$ cat src/design/tpc_pkg.sv
package tpc_pkg;

    // ------------------------------------------------------------------
    // Widths
    // ------------------------------------------------------------------
    localparam int unsigned DATA_W = 8;
    localparam int unsigned ADDR_W = 3;
    localparam int unsigned T3_W = 16;
    localparam int unsigned PORT_W = 8;

    // ------------------------------------------------------------------
    // Register indices on the plain register port
    // ------------------------------------------------------------------
    localparam logic [ADDR_W-1:0] ADDR_CTRL = 3'h0;
    localparam logic [ADDR_W-1:0] ADDR_CFG = 3'h1;
    localparam logic [ADDR_W-1:0] ADDR_PC_LOW = 3'h2;
    localparam logic [ADDR_W-1:0] ADDR_PC_HIGH = 3'h3;
    localparam logic [ADDR_W-1:0] ADDR_T3_LOW = 3'h4;
    localparam logic [ADDR_W-1:0] ADDR_T3_HIGH = 3'h5;
    localparam logic [ADDR_W-1:0] ADDR_T1 = 3'h6;
    localparam logic [ADDR_W-1:0] ADDR_T2 = 3'h7;

    // ------------------------------------------------------------------
    // Field positions
    // ------------------------------------------------------------------
    localparam int unsigned BIT_SECOND_PWM = 5;
    localparam int unsigned BIT_FIRST_PWM = 4;
    localparam int unsigned BIT_CAP_SEL = 3;
    localparam int unsigned BIT_THIRD_RUN = 2;
    localparam int unsigned BIT_SECOND_RUN = 1;
    localparam int unsigned BIT_CASCADE = 0;
    localparam int unsigned BIT_FIRST_RUN = 1;
    localparam int unsigned PIN_PWM_A = 2;
    localparam int unsigned PIN_PWM_B = 3;

    // ------------------------------------------------------------------
    // Masks and reset values
    // ------------------------------------------------------------------
    localparam logic [DATA_W-1:0] CTRL_WMASK = 8'h3E;
    localparam logic [DATA_W-1:0] CFG_WMASK = 8'h03;
    localparam logic [DATA_W-1:0] CTRL_RESET = 8'h00;
    localparam logic [DATA_W-1:0] CFG_RESET = 8'h00;
    localparam logic [T3_W-1:0] PC_RESET = 16'hFFFF;
    localparam logic [DATA_W-1:0] ZERO_BYTE = 8'h00;

    // ------------------------------------------------------------------
    // Timing
    // ------------------------------------------------------------------
    localparam int unsigned TICK_DIV_DEFAULT = 4;

endpackage

$ cat src/design/tpc_counter.sv
`timescale 1ns/1ns
module tpc_counter #(
    parameter int unsigned W = 8
) (
    input wire logic i_clk,
    input wire logic i_arst_n,
    input wire logic i_inc,
    input wire logic i_clear,
    input wire logic i_load,
    input wire logic [W-1:0] i_load_val,
    output logic [W-1:0] o_count,
    output logic o_wrap
);

    logic [W-1:0] count_q;
    logic [W-1:0] count_d;

    // Bus load wins over counting so software always sees what it wrote
    always_comb
    begin
        count_d = count_q;
        if (i_load)
        begin
            count_d = i_load_val;
        end
        else if (i_clear)
        begin
            count_d = '0;
        end
        else if (i_inc)
        begin
            count_d = count_q + {{(W-1){1'b0}}, 1'b1};
        end
    end

    always_ff @(posedge i_clk or negedge i_arst_n)
    begin
        if (!i_arst_n)
        begin
            count_q <= '0;
        end
        else
        begin
            count_q <= count_d;
        end
    end

    assign o_count = count_q;
    assign o_wrap = i_inc & (&count_q);

endmodule

$ cat src/design/tpc_top.sv
`timescale 1ns/1ns
// What this block does
// - Second PWM enable forces pin3 output
// - First PWM enable forces pin2 output
// - Select 1: pair captures, timer3 free-runs
// - Select 0: pair is timer3 period
// - Timer3 counts only while run bit set
// - Second timer counts only while run set
module tpc_top
    import tpc_pkg::*;
#(
    parameter int unsigned TICK_DIV = TICK_DIV_DEFAULT
) (
    input wire logic i_clk,
    input wire logic i_arst_n,
    input wire logic [tpc_pkg::ADDR_W-1:0] i_addr,
    input wire logic [tpc_pkg::DATA_W-1:0] i_wdata,
    input wire logic i_wr,
    input wire logic i_rd,
    output logic [tpc_pkg::DATA_W-1:0] o_rdata,
    input wire logic [tpc_pkg::PORT_W-1:0] i_port_b_direction_bits,
    input wire logic [tpc_pkg::PORT_W-1:0] i_port_b_latch,
    input wire logic i_pwm_a,
    input wire logic i_pwm_b,
    input wire logic i_capture1_pin,
    output logic o_port_b_pin2_pwm_a_out,
    output logic o_port_b_pin2_pwm_a_oe,
    output logic o_port_b_pin3_pwm_b_out,
    output logic o_port_b_pin3_pwm_b_oe
);
    import tpc_pkg::*;

    localparam logic [7:0] TICK_LAST = 8'(TICK_DIV - 1);

    // ------------------------------------------------------------------
    // Register file
    // ------------------------------------------------------------------
    logic [DATA_W-1:0] ctrl_q;
    logic [DATA_W-1:0] ctrl_d;
    logic [DATA_W-1:0] cfg_q;
    logic [DATA_W-1:0] cfg_d;
    logic [T3_W-1:0] pc_q;
    logic [T3_W-1:0] pc_d;
    logic [DATA_W-1:0] rdata_q;
    logic [DATA_W-1:0] rdata_d;
    logic [T3_W-1:0] t3_count;
    logic [DATA_W-1:0] t1_count;
    logic [DATA_W-1:0] t2_count;
    logic cap_edge;
    logic second_pwm_enable;
    logic first_pwm_enable;
    logic capture_or_period_select;
    logic third_timer_run;
    logic second_timer_run;
    logic timer_cascade_select;
    logic first_timer_run;

    assign second_pwm_enable = ctrl_q[BIT_SECOND_PWM];
    assign first_pwm_enable = ctrl_q[BIT_FIRST_PWM];
    assign capture_or_period_select = ctrl_q[BIT_CAP_SEL];
    assign third_timer_run = ctrl_q[BIT_THIRD_RUN];
    assign second_timer_run = ctrl_q[BIT_SECOND_RUN];
    assign timer_cascade_select = cfg_q[BIT_CASCADE];
    assign first_timer_run = cfg_q[BIT_FIRST_RUN];

    always_comb
    begin
        ctrl_d = ctrl_q;
        cfg_d = cfg_q;
        pc_d = pc_q;
        rdata_d = ZERO_BYTE;
        if (i_wr && i_addr == ADDR_CTRL)
        begin
            ctrl_d = i_wdata & CTRL_WMASK;
        end
        if (i_wr && i_addr == ADDR_CFG)
        begin
            cfg_d = i_wdata & CFG_WMASK;
        end
        if (i_wr && i_addr == ADDR_PC_LOW)
        begin
            pc_d[DATA_W-1:0] = i_wdata;
        end
        if (i_wr && i_addr == ADDR_PC_HIGH)
        begin
            pc_d[T3_W-1:DATA_W] = i_wdata;
        end
        // Capture beats a same-cycle bus write: the event is never lost
        if (capture_or_period_select && cap_edge)
        begin
            pc_d = t3_count;
        end
        if (i_rd)
        begin
            case (i_addr)
                ADDR_CTRL: rdata_d = ctrl_q;
                ADDR_CFG: rdata_d = cfg_q;
                ADDR_PC_LOW: rdata_d = pc_q[DATA_W-1:0];
                ADDR_PC_HIGH: rdata_d = pc_q[T3_W-1:DATA_W];
                ADDR_T3_LOW: rdata_d = t3_count[DATA_W-1:0];
                ADDR_T3_HIGH: rdata_d = t3_count[T3_W-1:DATA_W];
                ADDR_T1: rdata_d = t1_count;
                ADDR_T2: rdata_d = t2_count;
                default: rdata_d = ZERO_BYTE;
            endcase
        end
    end

    always_ff @(posedge i_clk or negedge i_arst_n)
    begin
        if (!i_arst_n)
        begin
            ctrl_q <= CTRL_RESET;
            cfg_q <= CFG_RESET;
            pc_q <= PC_RESET;
            rdata_q <= ZERO_BYTE;
        end
        else
        begin
            ctrl_q <= ctrl_d;
            cfg_q <= cfg_d;
            pc_q <= pc_d;
            rdata_q <= rdata_d;
        end
    end

    assign o_rdata = rdata_q;

    // ------------------------------------------------------------------
    // Tick divider and capture pin synchroniser
    // ------------------------------------------------------------------
    logic [7:0] div_q;
    logic [7:0] div_d;
    logic tick;
    logic cap_s1_q;
    logic cap_s2_q;
    logic cap_s3_q;

    assign tick = (div_q == TICK_LAST);

    always_comb
    begin
        div_d = tick ? 8'h00 : div_q + 8'h01;
    end

    always_ff @(posedge i_clk or negedge i_arst_n)
    begin
        if (!i_arst_n)
        begin
            div_q <= 8'h00;
            cap_s1_q <= 1'b0;
            cap_s2_q <= 1'b0;
            cap_s3_q <= 1'b0;
        end
        else
        begin
            div_q <= div_d;
            cap_s1_q <= i_capture1_pin;
            cap_s2_q <= cap_s1_q;
            cap_s3_q <= cap_s2_q;
        end
    end

    assign cap_edge = cap_s2_q & ~cap_s3_q;

    // ------------------------------------------------------------------
    // Timers
    // ------------------------------------------------------------------
    logic t3_inc;
    logic t3_clear;
    logic t3_load;
    logic [T3_W-1:0] t3_load_val;
    logic t1_inc;
    logic t1_wrap;
    logic t1_load;
    logic t2_inc;
    logic t2_load;

    assign t3_inc = tick & third_timer_run;
    // Period match only limits the count in period mode
    assign t3_clear = t3_inc & ~capture_or_period_select & (t3_count == pc_q);
    assign t3_load = i_wr & ((i_addr == ADDR_T3_LOW) | (i_addr == ADDR_T3_HIGH));
    assign t3_load_val = (i_addr == ADDR_T3_LOW) ? {t3_count[T3_W-1:DATA_W], i_wdata}
                                                 : {i_wdata, t3_count[DATA_W-1:0]};
    assign t1_inc = tick & first_timer_run;
    assign t1_load = i_wr & (i_addr == ADDR_T1);
    assign t2_load = i_wr & (i_addr == ADDR_T2);
    // Cascaded: upper byte steps on lower-byte wrap, still gated by its run bit
    assign t2_inc = second_timer_run & (timer_cascade_select ? t1_wrap : tick);

    tpc_counter #(
        .W(T3_W)
    ) u_third_timer (
        .i_clk(i_clk),
        .i_arst_n(i_arst_n),
        .i_inc(t3_inc),
        .i_clear(t3_clear),
        .i_load(t3_load),
        .i_load_val(t3_load_val),
        .o_count(t3_count),
        .o_wrap()
    );

    tpc_counter #(
        .W(DATA_W)
    ) u_first_timer (
        .i_clk(i_clk),
        .i_arst_n(i_arst_n),
        .i_inc(t1_inc),
        .i_clear(1'b0),
        .i_load(t1_load),
        .i_load_val(i_wdata),
        .o_count(t1_count),
        .o_wrap(t1_wrap)
    );

    tpc_counter #(
        .W(DATA_W)
    ) u_second_timer (
        .i_clk(i_clk),
        .i_arst_n(i_arst_n),
        .i_inc(t2_inc),
        .i_clear(1'b0),
        .i_load(t2_load),
        .i_load_val(i_wdata),
        .o_count(t2_count),
        .o_wrap()
    );

    // ------------------------------------------------------------------
    // Pin steering
    // ------------------------------------------------------------------
    logic pin2_out_q;
    logic pin2_out_d;
    logic pin2_oe_q;
    logic pin2_oe_d;
    logic pin3_out_q;
    logic pin3_out_d;
    logic pin3_oe_q;
    logic pin3_oe_d;

    // Direction bit 0 means output, as in the port logic
    always_comb
    begin
        pin2_oe_d = first_pwm_enable | ~i_port_b_direction_bits[PIN_PWM_A];
        pin2_out_d = first_pwm_enable ? i_pwm_a : i_port_b_latch[PIN_PWM_A];
        pin3_oe_d = second_pwm_enable | ~i_port_b_direction_bits[PIN_PWM_B];
        pin3_out_d = second_pwm_enable ? i_pwm_b : i_port_b_latch[PIN_PWM_B];
    end

    always_ff @(posedge i_clk or negedge i_arst_n)
    begin
        if (!i_arst_n)
        begin
            pin2_out_q <= 1'b0;
            pin2_oe_q <= 1'b0;
            pin3_out_q <= 1'b0;
            pin3_oe_q <= 1'b0;
        end
        else
        begin
            pin2_out_q <= pin2_out_d;
            pin2_oe_q <= pin2_oe_d;
            pin3_out_q <= pin3_out_d;
            pin3_oe_q <= pin3_oe_d;
        end
    end

    assign o_port_b_pin2_pwm_a_out = pin2_out_q;
    assign o_port_b_pin2_pwm_a_oe = pin2_oe_q;
    assign o_port_b_pin3_pwm_b_out = pin3_out_q;
    assign o_port_b_pin3_pwm_b_oe = pin3_oe_q;
endmodule

$ cat config.mk
export PLATFORM = sky130hd
export DESIGN_NAME = tpc_top
export DESIGN_NICKNAME = d
export VERILOG_FILES = /design/src/design/tpc_pkg.sv /design/src/design/tpc_counter.sv /design/src/design/tpc_top.sv
export SDC_FILE = /design/constraint.sdc
export NUM_CORES = 1
export LEC_CHECK = 0
export BUFFER_PORTS_ARGS = -buffer_cell sky130_fd_sc_hd__buf_2
export CELL_PAD_IN_SITES_DETAIL_PLACEMENT = 0
export CELL_PAD_IN_SITES_GLOBAL_PLACEMENT = 2
export CORE_MARGIN = 3
export CORE_UTILIZATION = 30
export CTS_CLUSTER_DIAMETER = 80
export DETAILED_ROUTE_END_ITERATION = 7
export GPL_TIMING_DRIVEN = 0
export PLACE_DENSITY_LB_ADDON = 0.3
export SETUP_SLACK_MARGIN = 0.2
export SKIP_LAST_GASP = 1
export SLEW_MARGIN = 20
export SYNTH_ARGS = -nofsm -noshare
export SYNTH_HDL_FRONTEND = slang
export SYNTH_SLANG_ARGS = --single-unit
$ cat constraint.sdc
create_clock -name i_clk -period 2.12 [get_ports i_clk]
set_input_delay 0.212 -clock i_clk [delete_from_list [all_inputs] [get_ports i_clk]]
set_output_delay 0.212 -clock i_clk [all_outputs]
set_load 0.02 [all_outputs]
# ---- Word level (Yosys, flattened, before mapping)
# Cells that the tools add are included.
dict set report word_totals {
  ramBits 0
  rom_bits 0
  wordCells 80
  n_memories 0
  regBits 78
  latch_bits 0
}
dict set report op_classes {
  n_eq_ne 11
  n_reduce_logical 14
  div 0
  n_lt_le_gt_ge 0
  n_shift 0
  bitwise 17
  muxes 17
  n_addsub 4
  mul 0
}
# op count
set ops {}
lappend ops {{2-to-1 mux 16 bit} 5}
lappend ops {{2-to-1 mux 8 bit} 8}
lappend ops {{one-hot mux 8 bit (8 select lines)} 1}
lappend ops {{adder 8 x 1 -> 8 bit (second input constant)} 3}
lappend ops {{adder 16 x 1 -> 16 bit (second input constant)} 1}
lappend ops {{== test 16 bit} 1}
lappend ops {{== test 3 bit (second input constant)} 4}
lappend ops {{AND 1 bit} 10}
lappend ops {{== test 8 x 2 -> 1 bit (second input constant)} 1}
lappend ops {{AND reduction 8 bit} 1}
lappend ops {{nonzero test 2 bit} 4}
lappend ops {{== test 3 x 2 -> 1 bit (second input constant)} 2}
lappend ops {{logical AND 1 bit} 5}
lappend ops {{inverter 1 bit} 4}
lappend ops {{AND reduction 2 bit} 2}
lappend ops {{== test 3 x 1 -> 1 bit (second input constant)} 1}
lappend ops {{zero test 3 bit} 1}
lappend ops {{2-to-1 mux 1 bit} 3}
lappend ops {{bitwise OR 1 bit} 3}
lappend ops {{nonzero test 3 bit} 1}
lappend ops {{inequality test 2 x 1 -> 1 bit (second input constant)} 1}
lappend ops {{inequality test 2 bit (second input constant)} 1}

# ---- Logic depth before layout (Yosys ltp)
# Gate-level depths: netlist (run 1).
dict set report depth {
  word_depth 7
  mapped_depth 10
}

# ---- Modules after synthesis
# Synthesis (run 1) repeated with hierarchy kept, for this count alone.
dict set report unflattened {
  cells_unflattened 487
  area_unflattened_um2 4780.8
}
# mod instances area_per_inst_um2 cells_each
set by_module_without_submodules {}
lappend by_module_without_submodules {tpc_top 1 2766.4 270}
lappend by_module_without_submodules {{tpc_counter (u_third_timer)} 1 1031.0 117}
lappend by_module_without_submodules {{tpc_counter (u_first_timer ...)} 2 491.7 50}

# ---- Least setup slack after synthesis (run 1)
# Ideal clock, no wire load.
dict set report synth_timing {
  path_type {reg2reg}
  startpoint {register pc_q[4]}
  endpoint {register u_third_timer.count_q[13], in the netlist u_third_timer.o_count[13]}
  setup_slack_ps -41
  arrival_time_ps 2038
  t_required_ps 1996
  n_path_buf 1
  stages_incl_launch_ff 8
  path_cell_list {dfstp_2 -> xnor2_2 -> nand3_1 -> or4_4 -> o31a_1 -> buf_6 -> a21o_1 -> a211o_1}
}
dict set report synth_between {
  elab_chain_cells 4
}
# item line
set synth_rtl {}
lappend synth_rtl {{from (decl)} tpc_top.sv:42} ;# logic [T3_W-1:0] pc_q;
lappend synth_rtl {{from (signal assigned)} tpc_top.sv:122} ;# pc_q <= pc_d;
lappend synth_rtl {{== test 16 bit *} tpc_top.sv:181} ;# assign t3_clear = t3_inc & ~capture_or_period_select & (t3_count == pc_q);
lappend synth_rtl {{AND 1 bit *} tpc_top.sv:181}
lappend synth_rtl {{nonzero test 3 bit (no source line) or 2-to-1 mux 16 bit (tied branches)} n/a}
lappend synth_rtl {{AND reduction 2 bit (no source line) or 2-to-1 mux 16 bit (tied branches)} n/a}
lappend synth_rtl {{to (signal assigned)} tpc_counter.sv:44} ;# count_q <= count_d;
lappend synth_rtl {{to (decl)} tpc_counter.sv:15} ;# logic [W-1:0] count_q;
# Every way passes the cells marked *; elsewhere a longest branch is shown, timed or not.
# A chain may end at the register's enable or synchronous reset.

# ---- Final worst setup path (run 1)
# Same ends and word-level chain as after synthesis.

==> flow_summary.json, run 1 <==
{
  "fin_skew_ns": 0.00790,
  "grt.total_usage": 0.178,
  "max_stage_delay_ns": 0.58,
  "grt_first_pass_wirelength_microns": 22100,
  "insertion_delay_ns": 0.34,
  "port_buffers": 31,
  "drive_above_1_share": 0.275,
  "ys_seq_elements": 78,
  "power_density_mw_per_mm2": 1130,
  "htreeDepth": 3,
  "fin_nets": 569,
  "gp_congestion": 0.816,
  "syn_inst": 465,
  "crit_path_cell_trace": "xnor2_4, nand3_1, or4_4, o31a_1, buf_6, a21o_1, a211o_1",
  "via_count": 3744,
  "fillCellCount": 1398,
  "fp.dieH_microns": 127,
  "avgSynthCellArea_sq_um": 9.37,
  "maxCapViolCount": 0,
  "io_pins": 46,
  "async_flop_share": 1.00,
  "path_delay_family": "compound AO/OA/AOI/OAI gates",
  "timing.final.crit_share": 1.05,
  "cts_made_buffers": 9,
  "start_util": 0.310,
  "worst_pin_slew_ns": 0.848,
  "drt_iter0_markers": 407,
  "run_status": "complete, but fails checks",
  "startpoint_type": "register",
  "hpwl_microns": 9940,
  "drt-pass1-iter-count": 4,
  "slew_headroom": 0.430,
  "yosys_warnings": 0,
  "fp.dieW_microns": 127,
  "max-clock-path-buffers": 2,
  "syn_nets": 503,
  "rsz0062_at_grt": "yes",
  "yosys.cell_types.count": 49,
  "fin_total_pwr_mw": 6.21,
  "dieArea_sq_mm": 0.0160,
  "tritoncts": "done",
  "routedWlPerCell_microns": 19.7,
  "critPathBufInv": 1,
  "finalHoldViolCount": 0,
  "n_antenna_cell": 0,
  "critPathCaptureType": "register",
  "violations": "setup timing",
  "clkSinkCount": 78,
  "synth_area_sq_mm": 0.00436,
  "synthTopCellsByArea": "dfrtp_1 (36%), dfstp_2 (9.6%), a21oi_1 (5.7%), mux2i_1 (4.8%), nor2_1 (4.2%)",
  "fin_ws_ns": -0.102,
  "final_cell_mix": "dfrtp_1 (58), nor2_1 (47), a21oi_1 (46)",
  "seq_area_frac_synth": 0.452,
  "dp.cells": 677,
  "synthToLayoutAreaGrowth_pct": 26.3,
  "avgViaCountPerCell": 5.24,
  "layout_commonest_cell": "dfrtp_1",
  "finalMaxSlewViolations": 0,
  "grt_max_degree": 44,
  "ys.flop_type": "dfrtp_1",
  "critPathSlowestCell": "dfstp_2",
  "placementRows": 43,
  "antenna_found_initial": 0,
  "worstHoldPathType": "primary input to register",
  "arrival_ns": 2.45,
  "ir_drop_uv": 380,
  "p_leak_nw": 2.29,
  "synth_top_area_frac": 0.356,
  "route.detailed.drc": 0,
  "crit_type": "register to register",
  "grt_overflow": 0,
  "antenna_left": 0,
  "crit_fanout": 4,
  "postRouteWirelength_microns": 14100,
  "root_buffer": "clkbuf_16",
  "first_global_vias": 3677,
  "crit_required_ns": 2.34,
  "core_region_area_sq_mm": 0.0140,
  "synth-edff-count": 0,
  "finalSetupViolations": 12,
  "yosysTopAreaCell": "dfrtp_1",
  "fmax_ghz": 0.450,
  "clkTransAtPathRegs_ns": 0.06,
  "finalNonFillerCells": 715,
  "period_minus_slack_ns": 2.22
}
-- synthesized netlist by cell type (2+ instances only) --
| library cell | instances |
|---|---|
| o31a_1 | 7 |
| o31ai_1 | 2 |
| xnor2_1 | 14 |
| nor2_1 | 49 |
| dfrtp_1 | 62 |
| xor2_1 | 20 |
| clkbuf_1 | 18 |
| a21oi_1 | 50 |
| o21ai_0 | 23 |
| mux2i_1 | 21 |
| nand2b_1 | 2 |
| nand3_1 | 14 |
| nand4_1 | 13 |
| nor2b_1 | 6 |
| or3_1 | 3 |
| a22o_1 | 3 |
| nand2_1 | 32 |
| and2_1 | 3 |
| mux2_2 | 10 |
| dfstp_2 | 16 |
| a22oi_1 | 16 |
| buf_6 | 2 |
| nor4_1 | 4 |
| a211oi_1 | 4 |
| a31oi_1 | 5 |
| and3_1 | 10 |
| nand3b_1 | 2 |
| buf_1 | 2 |
| nor3_1 | 8 |
| buf_2 | 4 |
| inv_1 | 17 |
| mux4_2 | 2 |
| ha_1 | 4 |
| o221a_2 | 2 |
-- routing by layer --
layer  up-vias  GRT usage  share of wire
met5         -          0              0
met4         0     0.0454          0.013
met3        12     0.0244          0.049
met2        97      0.277           0.46
met1      1842      0.261           0.47
li1       1793          -              -
-- registers in the layout, indices dropped and copies added, names as in the netlist, 2 cells and up --
name and cells:
cfg_q 2, o_rdata 8, u_first_timer.o_count 8, pc_q 16
ctrl_q 5, div_q 8, u_third_timer.o_count 16, u_second_timer.o_count 8
-- cell type report --
cell class | count | area [sq um] | area share
clock inverter | 6 | 86.3 | 0.0157
multi-input combinational | 342 | 2380 | 0.431
sequential | 78 | 1980 | 0.359
buffer | 27 | 171 | 0.0311
timing repair buffer | 55 | 375 | 0.0682
clock buffer | 9 | 225 | 0.0409
inverter | 18 | 70.1 | 0.0127
tap | 180 | 225 | 0.0409
-- power breakdown --
group	leakage, nW	switching, mW	total (mW)	internal [mW]
combinational	1.25	1.00	1.91	0.904
sequential	0.890	0.617	2.66	2.04
clock	0.152	0.628	1.65	1.02
-- per-stage QoR --
stage           util  setup TNS (ns)  setup slack, ns  hold slack, ns  instance area, sq um
4_1_cts        0.383          -0.398          -0.0839          0.0322                  5380
6_report       0.392          -0.675           -0.102          0.0347                  5510
2_1_floorplan      -               0           0.0320         -0.0836                  4370
5_1_grt        0.392           -1.37           -0.162          0.0343                  5510
3_5_place_dp   0.341           -8.06           -0.372           0.212                  4790
3_3_place_gp   0.338           -9.38           -0.566           0.329                  4750
-- path summary, 6_finish.rpt --
check / start / endpoint / slack (ns) / cells past startpoint
worst max-delay path: pc_q[4] / u_third_timer.o_count[13] / -0.10 / 7
worst min-delay path: i_port_b_direction_bits[3] / o_port_b_pin3_pwm_b_oe / 0.03 / 2
worst max register to register: pc_q[4] / u_third_timer.o_count[13] / -0.10 / 7
worst min register to register: cap_s1_q / cap_s2_q / 0.35 / 0
max in group asynchronous: i_arst_n / pc_q[1] / 1.08 / 3
min in group asynchronous: i_arst_n / u_second_timer.o_count[2] / 0.38 / 2
-- timing repair --
action                                  4_1_cts  5_1_grt
hold buffers                                  2        0
endpoints found under the setup margin       31       24
cloned                                        0        0
pin swaps                                     5       13
resized for setup                            39       24
endpoints found under the hold margin        30        0
setup buffers                                16        5
-- cell families (layout without fill, tap and decap cells) --
kind of cell	after synthesis	count (layout)	synth area share
adders and majority gates	4	4	0.0115
DFF	78	78	0.452
and+or+nand+nor	152	152	0.170
AOI/OAI and AO/OA	118	118	0.166
buffers and inverters	45	115	0.0442
xor gates and xnor gates	35	35	0.0720
muxes	33	33	0.0844
Power figures use the tool's default switching activity.
==> run 2: changes to the inputs <==
--- a/config.mk
+++ b/config.mk
@@ -5,6 +5,7 @@
 export SDC_FILE = /design/constraint.sdc
 export NUM_CORES = 1
 export LEC_CHECK = 0
+export ABC_AREA = 1
 export BUFFER_PORTS_ARGS = -buffer_cell sky130_fd_sc_hd__buf_2
 export CELL_PAD_IN_SITES_DETAIL_PLACEMENT = 0
 export CELL_PAD_IN_SITES_GLOBAL_PLACEMENT = 2
==> flow_summary.json, run 2 <==
{
  "run_status": "finished clean",
  "yosysTopAreaCell": "dfrtp_1",
  "yosys.cell_types.count": 39,
  "drt-pass1-iter-count": 6,
  "port_buffers": 32,
  "worst_pin_slew_ns": 0.675,
  "insertion_delay_ns": 0.35,
  "fin_nets": 705,
  "htreeDepth": 3,
  "first_global_vias": 4116,
  "antenna_found_initial": 0,
  "arrival_ns": 2.04,
  "fin_skew_ns": 0.00847,
  "maxCapViolCount": 0,
  "dieArea_sq_mm": 0.0171,
  "routedWlPerCell_microns": 18.1,
  "via_count": 4325,
  "root_buffer": "clkbuf_16",
  "critPathCaptureType": "register",
  "avgSynthCellArea_sq_um": 7.56,
  "async_flop_share": 1.00,
  "slew_headroom": 0.547,
  "hpwl_microns": 11600,
  "place_area_sq_mm": 0.00510,
  "drive_above_1_share": 0.177,
  "finalMaxSlewViolations": 0,
  "gp_congestion": 0.850,
  "start_util": 0.308,
  "synth_most_common_cell": "nand2_1",
  "grt_max_degree": 48,
  "crit_top_cell": "nand2_1",
  "met1_usage": 0.277,
  "fp.dieW_microns": 131,
  "grt_overflow": 0,
  "crit_fanout": 10,
  "met3_usage": 0.0354,
  "crit_type": "register to register",
  "tritoncts": "done",
  "synth_area_sq_mm": 0.00468,
  "cts_made_buffers": 9,
  "setup_tns_ns": 0,
  "crit_required_ns": 2.36,
  "grt_first_pass_wirelength_microns": 24300,
  "postRouteWirelength_microns": 15600,
  "multiInputGateArea_sq_mm": 0.00229,
  "placementRows": 45,
  "fmax_ghz": 0.557,
  "rsz0062_at_grt": "yes",
  "regArea_sq_mm": 0.00197,
  "yosys_warnings": 0,
  "core_region_area_sq_mm": 0.0152,
  "grt_busiest_layer": "met2",
  "drt_iter0_markers": 389,
  "grtUsageMet2": 0.289,
  "crit_path_cell_trace": "ha_1, nand2_1, nor2_1, nand2_1, clkinvlp_4, nand3_2, nand2_4, buf_6, o22ai_1, inv_1, nand2_1",
  "grt.total_usage": 0.192,
  "fp.dieH_microns": 131,
  "fin_ws_ns": 0.324,
  "synth-edff-count": 0,
  "syn_nets": 657,
  "worstHoldPathType": "primary input to register",
  "fin_total_pwr_mw": 6.38,
  "layout_commonest_cell": "nand2_1",
  "max-clock-path-buffers": 2,
  "final_area_sq_mm": 0.00548,
  "critPathSlowestCell": "dfrtp_1",
  "n_antenna_cell": 0,
  "period_minus_slack_ns": 1.80,
  "finalHoldViolCount": 0,
  "post-place-ws_ns": 0.241,
  "ys.flop_type": "dfrtp_1",
  "finalNonFillerCells": 860,
  "io_pins": 46,
  "synth_top_area_frac": 0.332,
  "power_density_mw_per_mm2": 1170,
  "clkTransAtPathRegs_ns": 0.06,
  "ir_drop_uv": 441,
  "fillCellCount": 1633,
  "timing.final.crit_share": 0.847,
  "synthTopCellsByCount": "nand2_1 (173), inv_1 (75), dfrtp_1 (62), nor2_1 (62), nand3_1 (37)",
  "syn_inst": 619,
  "route.detailed.drc": 0,
  "p_leak_nw": 2.65,
  "ys_seq_elements": 78,
  "synthToLayoutAreaGrowth_pct": 17.1,
  "dp.cells": 840,
  "finalSetupViolations": 0,
  "startpoint_type": "register",
  "synthTopCellsByArea": "dfrtp_1 (33%), nand2_1 (14%), dfstp_2 (9.0%), inv_1 (6.0%), nor2_1 (5.0%)",
  "final_cell_mix": "nand2_1 (173), inv_1 (74), nor2_1 (61), dfrtp_1 (61), nand3_1 (37)",
  "seq_area_frac_synth": 0.422,
  "avgViaCountPerCell": 5.03,
  "antenna_left": 0,
  "clkSinkCount": 78,
  "max_stage_delay_ns": 0.37
}
==> run 2: cell types whose count changed in the layout (fill, tap and decap cells not counted), sizes merged, moves of 13 or more <==
| cell | change |
|---|---|
| nand2 | +148 |
| inv | +72 |
| a21oi | -34 |
| nand3 | +26 |
| mux2i | -21 |
| nor2 | +21 |
| buf | -20 |
| o221ai | +15 |
| o22ai | +15 |
| clkbuf | -13 |
==> run 2: final cells by class <==
cell class,count,share of cell area
inverter,91,0.0635
clock inverter,6,0.0158
clock buffer,10,0.0418
multi-input combinational,438,0.418
timing repair buffer,37,0.0416
buffer,12,0.0162
tap,188,0.0429
sequential,78,0.360
==> run 2: metal layers <==
| layer | vias to the layer above | part of all wire |
|---|---|---|
| li1 | 2123 | - |
| met3 | 20 | 0.049 |
| met2 | 130 | 0.44 |
| met5 | - | 0 |
| met1 | 2052 | 0.49 |
| met4 | 0 | 0.024 |
==> run 2: timing repair <==
| action | in CTS | in global routing |
|---|---|---|
| resized for setup | 0 | 5 |
| setup endpoints to repair | 0 | 27 |
| hold buffers | 3 | 0 |
| endpoints found under the hold margin | 31 | 0 |
| buffers inserted | 0 | 1 |
==> run 2: where the power goes <==
| group | internal [mW] | total, mW | switching (mW) | leakage (nW) |
|---|---|---|---|---|
| combinational | 0.799 | 2.11 | 1.31 | 1.56 |
| sequential | 2.03 | 2.59 | 0.560 | 0.940 |
| clock | 1.03 | 1.68 | 0.652 | 0.152 |
| total | 3.86 | 6.38 | 2.52 | 2.65 |
==> run 2: logic make-up (layout without fill, tap and decap cells) <==
kind of cell / after synthesis / in the layout / share of synthesized area
simple gates: 313 / 313 / 0.296
buf+inv: 103 / 156 / 0.0925
compound gates: 96 / 96 / 0.132
flops: 78 / 78 / 0.422
xor+xnor: 25 / 25 / 0.0468
fa+ha+maj: 4 / 4 / 0.0107
==> run 2: final timing paths <==
path,startpoint,end,slack (ns),cells after the start
max,div_q[0],u_third_timer.o_count[14],0.32,11
min,i_port_b_direction_bits[3],o_port_b_pin3_pwm_b_oe,0.02,2
max reg2reg,div_q[0],u_third_timer.o_count[14],0.32,11
min reg2reg,cap_s1_q,cap_s2_q,0.35,0
max in group asynchronous,i_arst_n,pc_q[7],1.09,3
min in group asynchronous,i_arst_n,u_third_timer.o_count[5],0.36,2
==> run 2: worst max-delay path, delay by kind of cell (launching register included) <==
kind                     cells  cell delay, ns
AND/OR/NAND/NOR              6            0.64
buffers and inverters        3            0.39
AO/OA/AOI/OAI                1            0.07
adder cells (fa/ha/maj)      1            0.20
flip-flops                   1            0.37
==> run 2: through the flow <==
step / hold slack (ns) / util
floorplan: -0.0836 / -
global placement: 0.324 / 0.334
detailed placement: 0.208 / 0.336
CTS: 0.00637 / 0.358
global route: 0.0193 / 0.360
finish: 0.0211 / 0.360
